## src/aoc_pkg.sv

```systemverilog
// shared constants, types and register map of the offset cancel path
package aoc_pkg;

  // ==========================================================================
  // timing
  localparam int unsigned CLK_HZ        = 20_000_000;
  localparam int unsigned DS_PERIOD_US  = 256;
  localparam int unsigned DS_CYC        = CLK_HZ / 1_000_000 * DS_PERIOD_US;
  localparam int unsigned PHASE_SAMPLES = 2048;
  localparam int unsigned MON_HOLD_MS   = 2100;
  localparam int unsigned MON_HOLD_CYC  = CLK_HZ / 1000 * MON_HOLD_MS;
  localparam int unsigned ST_REC_US     = 1000;
  localparam int unsigned ST_REC_CYC    = CLK_HZ / 1_000_000 * ST_REC_US;

  // ==========================================================================
  // averaging: window is six blocks, block length 8 << (3 * phase)
  localparam int unsigned NUM_BLOCKS    = 6;
  localparam int unsigned BLK_BASE_LOG2 = 3;
  localparam logic [19:0] AVG_THR       = 20'h00008;
  localparam logic [19:0] CORR_STEP     = 20'h00004;

  // ==========================================================================
  // register map (byte addresses)
  localparam logic [7:0] CFG_OFS      = 8'h00;
  localparam logic [7:0] CTL_OFS      = 8'h04;
  localparam logic [7:0] UPLIM_OFS    = 8'h08;
  localparam logic [7:0] LOLIM_OFS    = 8'h0C;
  localparam logic [7:0] STAT_OFS     = 8'h10;
  localparam logic [7:0] CORR_OFS     = 8'h14;
  localparam logic [7:0] IRQ_STAT_OFS = 8'h18;
  localparam logic [7:0] IRQ_CLR_OFS  = 8'h1C;
  localparam logic [7:0] IRQ_EN_OFS   = 8'h20;

  localparam logic [19:0] UPLIM_RST = 20'h02000;
  localparam logic [19:0] LOLIM_RST = 20'hFE000;

  // ==========================================================================
  // types
  typedef enum logic [1:0] {PH_START1, PH_START2, PH_START3, PH_NORMAL} aoc_phase_e;

  typedef struct packed {
    logic monitor_enable_bit;
    logic cancel_disable_bit;
  } aoc_cfg_s;

  typedef struct packed {
    logic       init_done_flag;
    logic       phase_override_enable;
    logic [1:0] startup_phase_select;
  } aoc_ctl_s;

  typedef struct packed {
    logic corr_update;
    logic normal_reached;
    logic over_range;
  } aoc_irq_s;

  localparam aoc_cfg_s CFG_RST = '{monitor_enable_bit: 1'b0, cancel_disable_bit: 1'b0};
  localparam aoc_ctl_s CTL_RST = '{init_done_flag: 1'b0, phase_override_enable: 1'b0,
                                   startup_phase_select: 2'h0};

endpackage : aoc_pkg

```

## src/aoc_path.sv

```systemverilog
// offset cancellation, offset monitor, output scaling and 2:1 interpolation
//
// Design decisions made here: the register offsets and register access over APB.
`timescale 1ns/1ns

module aoc_path #(
  parameter int unsigned DS_CYC       = aoc_pkg::DS_CYC,
  parameter int unsigned MON_HOLD_CYC = aoc_pkg::MON_HOLD_CYC,
  parameter int unsigned ST_REC_CYC   = aoc_pkg::ST_REC_CYC
) (
  input  wire logic        mclk,
  input  wire logic        reset_n,
  input  wire logic        psel,
  input  wire logic        penable,
  input  wire logic        pwrite,
  input  wire logic [7:0]  paddr,
  input  wire logic [31:0] pwdata,
  output logic      [31:0] prdata,
  output logic             pready,
  output logic             pslverr,
  input  wire logic        sample_valid,
  input  wire logic [19:0] sample_data,
  input  wire logic        selftest_active,
  input  wire logic        acc_request,
  input  wire logic        req_corrected,
  output logic      [11:0] acc_word,
  output logic             acc_word_valid,
  output logic             irq
);

  // ==========================================================================
  // registers
  aoc_pkg::aoc_cfg_s   cfg_q;
  aoc_pkg::aoc_ctl_s   ctl_q;
  aoc_pkg::aoc_irq_s   istat_q, ien_q, ievt_w;
  aoc_pkg::aoc_phase_e auto_ph_q;
  logic [19:0]         uplim_q, lolim_q, corr_q, corr_d;
  logic [31:0]         prdata_q;
  logic                over_q;
  logic [12:0]         ds_cnt_q;
  logic [10:0]         ph_cnt_q;
  logic [12:0]         blk_cnt_q;
  logic [39:0]         blk_acc_q, win_q;
  logic [39:0]         blk_q [aoc_pkg::NUM_BLOCKS];
  logic [31:0]         mon_hold_q, rec_q;
  logic [19:0]         prev_q, pend_q;
  logic [20:0]         interp_q;
  logic [15:0]         per_cnt_q, half_q;
  logic [11:0]         word_q;
  logic                word_vld_q;
  // decimation keeps the newest upstream sample
  logic [19:0]         sample_hold_q;

  // ==========================================================================
  // suspension and phase selection
  wire logic susp_w = selftest_active || rec_q != 32'h0;
  wire logic ovr_w  = !ctl_q.init_done_flag && ctl_q.phase_override_enable;
  wire aoc_pkg::aoc_phase_e ph_w = ovr_w ? aoc_pkg::aoc_phase_e'(ctl_q.startup_phase_select) : auto_ph_q;

  // ==========================================================================
  // apb decode
  wire logic wr_w    = psel && penable && pwrite;
  wire logic setup_w = psel && !penable;
  wire logic hit_w   = paddr <= aoc_pkg::IRQ_EN_OFS && paddr[1:0] == 2'h0;
  wire logic wr_cfg  = wr_w && paddr == aoc_pkg::CFG_OFS;
  wire logic wr_ctl  = wr_w && paddr == aoc_pkg::CTL_OFS;
  wire logic wr_up   = wr_w && paddr == aoc_pkg::UPLIM_OFS;
  wire logic wr_lo   = wr_w && paddr == aoc_pkg::LOLIM_OFS;
  wire logic wr_clr  = wr_w && paddr == aoc_pkg::IRQ_CLR_OFS;
  wire logic wr_en   = wr_w && paddr == aoc_pkg::IRQ_EN_OFS;

  logic [31:0] rd_w;
  always_comb
  begin
    unique case (paddr)
      aoc_pkg::CFG_OFS:      rd_w = {30'h0, cfg_q};
      aoc_pkg::CTL_OFS:      rd_w = {28'h0, ctl_q};
      aoc_pkg::UPLIM_OFS:    rd_w = {12'h0, uplim_q};
      aoc_pkg::LOLIM_OFS:    rd_w = {12'h0, lolim_q};
      aoc_pkg::STAT_OFS:     rd_w = {28'h0, over_q, susp_w, ph_w};
      aoc_pkg::CORR_OFS:     rd_w = {12'h0, corr_q};
      aoc_pkg::IRQ_STAT_OFS: rd_w = {29'h0, istat_q};
      aoc_pkg::IRQ_EN_OFS:   rd_w = {29'h0, ien_q};
      default:               rd_w = 32'h0;
    endcase
  end

  assign pready  = 1'b1;
  assign pslverr = psel && penable && !hit_w;
  assign prdata  = prdata_q;

  always_ff @(posedge mclk or negedge reset_n)
  begin
    if (!reset_n)
    begin
      cfg_q    <= aoc_pkg::CFG_RST;
      ctl_q    <= aoc_pkg::CTL_RST;
      uplim_q  <= aoc_pkg::UPLIM_RST;
      lolim_q  <= aoc_pkg::LOLIM_RST;
      ien_q    <= '0;
      prdata_q <= 32'h0;
    end
    else
    begin
      if (wr_cfg) cfg_q <= aoc_pkg::aoc_cfg_s'(pwdata[1:0]);
      if (wr_ctl) ctl_q <= aoc_pkg::aoc_ctl_s'(pwdata[3:0]);
      if (wr_up) uplim_q <= pwdata[19:0];
      if (wr_lo) lolim_q <= pwdata[19:0];
      if (wr_en) ien_q <= aoc_pkg::aoc_irq_s'(pwdata[2:0]);
      if (setup_w) prdata_q <= rd_w;
    end
  end

  // ==========================================================================
  // down-sampling and block averaging
  wire logic        tick_w    = ds_cnt_q == 13'(DS_CYC - 1);
  wire logic        ds_en_w   = tick_w && !susp_w;
  wire logic [3:0]  shift_w   = 4'(aoc_pkg::BLK_BASE_LOG2) + 4'(3 * ph_w);
  wire logic [12:0] blk_len_w = 13'(13'h1 << shift_w);
  wire logic        blk_end_w = ds_en_w && blk_cnt_q >= blk_len_w - 13'h1;
  wire logic [20:0] diff_w    = {sample_hold_q[19], sample_hold_q} - {corr_q[19], corr_q};
  wire logic [39:0] acc_nx_w  = blk_acc_q + {{19{diff_w[20]}}, diff_w};
  wire logic [39:0] win_nx_w  = win_q + acc_nx_w - blk_q[aoc_pkg::NUM_BLOCKS-1];
  wire logic [39:0] thr6_w    = ({20'h0, aoc_pkg::AVG_THR} * 40'(aoc_pkg::NUM_BLOCKS)) << shift_w;
  wire logic        hi_w      = $signed(win_nx_w) > $signed(thr6_w);
  wire logic        lo_w      = $signed(win_nx_w) < -$signed(thr6_w);
  wire logic        upd_w     = blk_end_w && (hi_w || lo_w);

  always_comb
  begin
    corr_d = corr_q;
    if (upd_w && hi_w) corr_d = corr_q + aoc_pkg::CORR_STEP;
    if (upd_w && lo_w) corr_d = corr_q - aoc_pkg::CORR_STEP;
  end

  // block sums form the running window
  always_ff @(posedge mclk or negedge reset_n)
  begin
    if (!reset_n)
    begin
      ds_cnt_q      <= 13'h0;
      blk_cnt_q     <= 13'h0;
      blk_acc_q     <= 40'h0;
      win_q         <= 40'h0;
      corr_q        <= 20'h0;
      sample_hold_q <= 20'h0;
    end
    else
    begin
      ds_cnt_q <= tick_w ? 13'h0 : ds_cnt_q + 13'h1;
      if (sample_valid) sample_hold_q <= sample_data;
      if (blk_end_w)
      begin
        blk_cnt_q <= 13'h0;
        blk_acc_q <= 40'h0;
        win_q     <= win_nx_w;
      end
      else if (ds_en_w)
      begin
        blk_cnt_q <= blk_cnt_q + 13'h1;
        blk_acc_q <= acc_nx_w;
      end
      corr_q <= corr_d;
    end
  end

  // window history, shifted once per finished block
  for (genvar i = 0; i < aoc_pkg::NUM_BLOCKS; i++)
  begin : g_blk
    always_ff @(posedge mclk or negedge reset_n)
    begin
      if (!reset_n) blk_q[i] <= 40'h0;
      else if (blk_end_w) blk_q[i] <= (i == 0) ? acc_nx_w : blk_q[(i == 0) ? 0 : i - 1];
    end
  end

  // each start-up phase spans 2048 down-sampled ticks; PH_NORMAL is held
  always_ff @(posedge mclk or negedge reset_n)
  begin
    if (!reset_n)
    begin
      auto_ph_q <= aoc_pkg::PH_START1;
      ph_cnt_q  <= 11'h0;
    end
    else if (tick_w && auto_ph_q != aoc_pkg::PH_NORMAL)
    begin
      ph_cnt_q <= ph_cnt_q + 11'h1;
      if (ph_cnt_q == 11'(aoc_pkg::PHASE_SAMPLES - 1)) auto_ph_q <= aoc_pkg::aoc_phase_e'(auto_ph_q + 2'h1);
    end
  end

  always_ff @(posedge mclk or negedge reset_n)
  begin
    if (!reset_n)
    begin
      rec_q      <= 32'h0;
      mon_hold_q <= 32'(MON_HOLD_CYC);
    end
    else
    begin
      if (selftest_active) rec_q <= 32'(ST_REC_CYC);
      else if (rec_q != 32'h0) rec_q <= rec_q - 32'h1;
      if (mon_hold_q != 32'h0) mon_hold_q <= mon_hold_q - 32'h1;
    end
  end

  // ==========================================================================
  // offset monitor
  wire logic mon_run_w = cfg_q.monitor_enable_bit && mon_hold_q == 32'h0;
  wire logic over_nx_w = $signed(corr_d) > $signed(uplim_q) || $signed(corr_d) < $signed(lolim_q);

  always_ff @(posedge mclk or negedge reset_n)
  begin
    if (!reset_n) over_q <= 1'b0;
    else if (upd_w && mon_run_w) over_q <= over_nx_w;
  end

  // ==========================================================================
  // interrupts: set wins over clear
  assign ievt_w = '{corr_update: upd_w,
                    normal_reached: tick_w && ph_cnt_q == 11'(aoc_pkg::PHASE_SAMPLES - 1)
                                    && auto_ph_q == aoc_pkg::PH_START3,
                    over_range: upd_w && mon_run_w && over_nx_w};

  always_ff @(posedge mclk or negedge reset_n)
  begin
    if (!reset_n) istat_q <= '0;
    else istat_q <= (istat_q & ~(wr_clr ? aoc_pkg::aoc_irq_s'(pwdata[2:0]) : '0)) | ievt_w;
  end

  assign irq = |(istat_q & ien_q);

  // ==========================================================================
  // interpolation and scaling
  function automatic logic [11:0] aoc_scale(input logic [20:0] v);
    logic [21:0] r;
    logic [17:0] q;
    r = {v[20], v} + 22'h8;
    q = r[21:4];
    if ($signed(q) > 18'sh007FF) return 12'h7FF;
    if ($signed(q) < -18'sh00800) return 12'h800;
    return q[11:0];
  endfunction : aoc_scale

  wire logic [20:0] sum_w    = {prev_q[19], prev_q} + {sample_data[19], sample_data};
  wire logic        use_c_w  = !cfg_q.cancel_disable_bit && req_corrected;
  wire logic [20:0] out_v_w  = use_c_w ? interp_q - {corr_q[19], corr_q} : interp_q;

  // mean now, sample itself half a period later
  always_ff @(posedge mclk or negedge reset_n)
  begin
    if (!reset_n)
    begin
      prev_q    <= 20'h0;
      pend_q    <= 20'h0;
      interp_q  <= 21'h0;
      per_cnt_q <= 16'h0;
      half_q    <= 16'h0;
    end
    else if (sample_valid)
    begin
      prev_q    <= sample_data;
      pend_q    <= sample_data;
      interp_q  <= {sum_w[20], sum_w[20:1]};
      half_q    <= {1'b0, per_cnt_q[15:1]};
      per_cnt_q <= 16'h0;
    end
    else
    begin
      if (per_cnt_q != 16'hFFFF) per_cnt_q <= per_cnt_q + 16'h1;
      if (half_q == 16'h1) interp_q <= {pend_q[19], pend_q};
      if (half_q != 16'h0) half_q <= half_q - 16'h1;
    end
  end

  always_ff @(posedge mclk or negedge reset_n)
  begin
    if (!reset_n)
    begin
      word_q     <= 12'h0;
      word_vld_q <= 1'b0;
    end
    else
    begin
      word_vld_q <= acc_request;
      if (acc_request) word_q <= aoc_scale(out_v_w);
    end
  end

  assign acc_word       = word_q;
  assign acc_word_valid = word_vld_q;
endmodule : aoc_path

```

## config.mk

```make
export PLATFORM = sky130hd
export DESIGN_NAME = aoc_path
export DESIGN_NICKNAME = d
export VERILOG_FILES = /design/src/aoc_pkg.sv /design/src/aoc_path.sv
export SDC_FILE = /design/constraint.sdc
export NUM_CORES = 2
export LEC_CHECK = 0
export CORE_AREA = 2 2 227 229
export CTS_CLUSTER_DIAMETER = 100
export DETAILED_ROUTE_END_ITERATION = 8
export DIE_AREA = 0 0 229 231
export DONT_BUFFER_PORTS = 1
export PLACE_DENSITY = 0.89
export SLEW_MARGIN = 10
export SYNTH_ARGS = -nofsm -noshare
export SYNTH_HDL_FRONTEND = slang
export SYNTH_SLANG_ARGS = --single-unit
```

## constraint.sdc

```tcl
create_clock -name mclk -period 20.9 [get_ports mclk]
set_input_delay 2.09 -clock mclk [delete_from_list [all_inputs] [get_ports mclk]]
set_output_delay 2.09 -clock mclk [all_outputs]
set_load 0.02 [all_outputs]
```

==> metrics.txt <==
routed vias/inst 6.187; Synth Area in Simple Gates 20.58%; most frequent cells in the layout nand2_1 (925), dfrtp_1 (580), o21ai_0 (261); Setup-failing EPs final 0; hold slack 0.4550 ns; Slew @ Worst Pin 2.257 ns; Worst slew margin -50.48%; mux contribution to synthesized area 2.846%; most common cell after layout, fill and taps aside nand2_1; Die Ht 231 um; vias in the first global route 28130; Worst VDD drop 78.03 uV; Rows 83; I/O pin cnt 117; chip width 229 um; largest family of logic cells by synthesized area simple AND/OR/NAND/NOR gates; post-synthesis adder-cell area fraction 10.16%; Sw Share 34.10%; Critical Path AT 13.74 ns; fin. max-slew vios 371; Synth Register Bits 597; fin crit period 13.25 ns; hpwl dp 55130 um; top post-synthesis cells by area dfrtp_1 (41%), nand2_1 (9.9%), ha_1 (7.8%), o21ai_0 (3.7%), xnor2_1 (2.9%); Ys Warns 0; P_leak 18.50 nW; area of the core 50680 um2; Routed WL per cell 17.98 um; top_reg_cell synth dfrtp_1; via count 28520; DRT iter0 DRCs 2973; Internal 0.002277 W; n_diodes 0; status finished, violations left; most frequent CP cell a21o_1; total power 0.003455 W; CTS sink cnt 597; Hold Path Origin blk_q[110]; Post-synth ARST share 100.0%; IO Port Bufs 0; clock group share of total power 33.3%; CP max FO 21; Peak Freq 0.07550 GHz; RSZ-0062 raised after global routing false; Final Hold Fails 0; failing checks max-slew violations; Cell Area, Placed 35510 um2; Syn Area/Cell 8.926 um2; Worst Setup Start Kind register; TritonCTS clock tree built; routed wire length 82870 um; Setup CP Type register to register; final antenna-violating net count 0; P&R area growth vs syn 7.153%; Num CTS Buffers 61; setup TNS 0 ns; crit path from corr_q[3]; wire length of the first global-routing pass 138000 um; compound-cell area share of the yosys netlist 14.05%; Crit. End Element register; layout cells sized above 1 6.210%; Flop pwr share 36.7%; post-synthesis instance area 35120 um2; RD Place Congestion 0.9470; Clock Skews 0.04402 ns; Hold Path Class register to register; root buffer cell clkbuf_16; RR Startpoint corr_q[3]; Longest Clk Path Bufs 3; post-synthesis sequential area ratio 42.60%; Net Switching 0.001178 W; post-CTS setup repair buffer count 0; largest net degree at the start of global routing 598; CP max stage cell a211oi_1; Clock transition at path regs 0.07 ns; GRT overflow 0; Nets 4206; design area 37630 um2; number of distinct library cells after synthesis 91; # Max-Cap Violations 0; initial antenna violation count 0; clock latency on the worst-skew pair 0.66 ns; fin util 74.26%; post-synth top area share 41.32%; DRC Markers 0; die area 52900 um2; Critical Path RT 21.39 ns; Power Dens Cells 91.80 nW/um2; DR pass1 iterations 6; initial core utilization 69.30%; Largest stage delay, worst path 0.75 ns; Cells after Synth 3935; post-synth top area cell dfrtp_1; Synth Area in XOR/XNOR 5.336%; Post-CTS Hold Buffers 0; cts repair resizes 0; Post-synth EDFFs 0; Gate power share 30.0%; CP top delay family compound AO/OA/AOI/OAI gates; All-Layer GR Usage 31.53%; Final period util 63.38%; # H-tree levels 2; critical path buffer and inverter count 3
-- synth_stat cells (16+ instances only) --
cell type / n
nand4_1: 41
a21oi_1: 157
ha_1: 218
xnor2_1: 115
a32oi_1: 16
o21ai_1: 17
mux2i_1: 29
o211ai_1: 24
nand2_1: 925
and2_1: 21
nor4_1: 41
a21o_1: 53
nor2b_1: 37
buf_2: 45
mux2_2: 61
dfrtp_1: 580
nor3_1: 75
a211oi_1: 23
xor2_1: 99
clkbuf_1: 98
dfstp_2: 17
a31oi_1: 22
o21ai_0: 261
nor2_1: 220
or3_1: 33
a222oi_1: 20
and3_1: 42
nand3_1: 67
o21a_1: 23
inv_1: 219
nand2b_1: 32
o31ai_1: 35
fa_1: 42
-- area by class of cell --
cell class,count,area [um2]
inverter,219,822.0
clock buffer,84,1744
clock inverter,31,380.4
fill,3452,13040
timing repair buffer,21,157.7
sequential,597,14960
multi-input combinational,2977,18720
tap,680,850.8
-- worst reg2reg max path: cells and delay by family (launching register included) --
| kind | cells | cell delay [ns] |
|---|---|---|
| AO/OA/AOI/OAI | 29 | 6.99 |
| AND/OR/NAND/NOR | 9 | 2.31 |
| adder cells (fa/ha/maj) | 5 | 1.85 |
| buffers and inverters | 3 | 0.55 |
| flip-flops | 1 | 0.53 |
| XOR/XNOR | 2 | 0.44 |
| multiplexers | 2 | 0.41 |
-- sequential cells by signal (all words and copies together), names as in the netlist, 18 cells and up --
| signal | cells |
|---|---|
| blk_acc_q | 40 |
| blk_q | 240 |
| mon_hold_q | 32 |
| prdata | 20 |
| rec_q | 32 |
| win_q | 40 |
| pend_q | 20 |
| corr_q | 18 |
| interp_q | 18 |
| lolim_q | 20 |
| uplim_q | 20 |
-- kinds of logic after synthesis --
logic type | Yosys count
simple gates | 1616
compound gates | 772
flops | 597
buf+inv | 382
fa+ha+maj | 260
xor+xnor | 214
mux | 92
other cells | 2
-- final timing paths --
| check | cells past startpoint | slack, ns | to |
|---|---|---|---|
| worst min register to register | 2 | 0.46 | blk_q[70] |
| worst max-delay path | 50 | 7.65 | over_q |
| max in group asynchronous | 0 | 17.96 | blk_cnt_q[0] |
| worst min-delay path | 2 | 0.46 | blk_q[70] |
| min in group asynchronous | 0 | 1.13 | uplim_q[10] |
| worst max register to register | 50 | 7.65 | over_q |
-- routing by layer --
metal | GRT usage [%] | routed length [um] | up-vias
li1 | - | - | 13410
met1 | 40.81 | 34290 | 13770
met2 | 52.89 | 39910 | 1061
met3 | 4.335 | 5062 | 266
met4 | 14.77 | 3605 | 0
met5 | 0 | 0 | -
-- through the flow --
step	std cells	worst slack (ns)
after detailed placement	4494	8.213
after floorplan	3956	10.49
after global routing	4609	6.925
final	4609	7.655
after global placement	4494	8.538
after CTS	4609	7.965
-- power by group through the flow --
stage	clock [W]	combinational (W)	sequential (W)
floorplan	0	0.000788	0.00127
global placement	0	0.000961	0.00128
detailed placement	0	0.000994	0.00129
CTS	0.00116	0.00101	0.00127
global route	0.00121	0.00114	0.00127
finish	0.00115	0.00104	0.00127
Note: power is estimated with default switching activity, not from simulation.
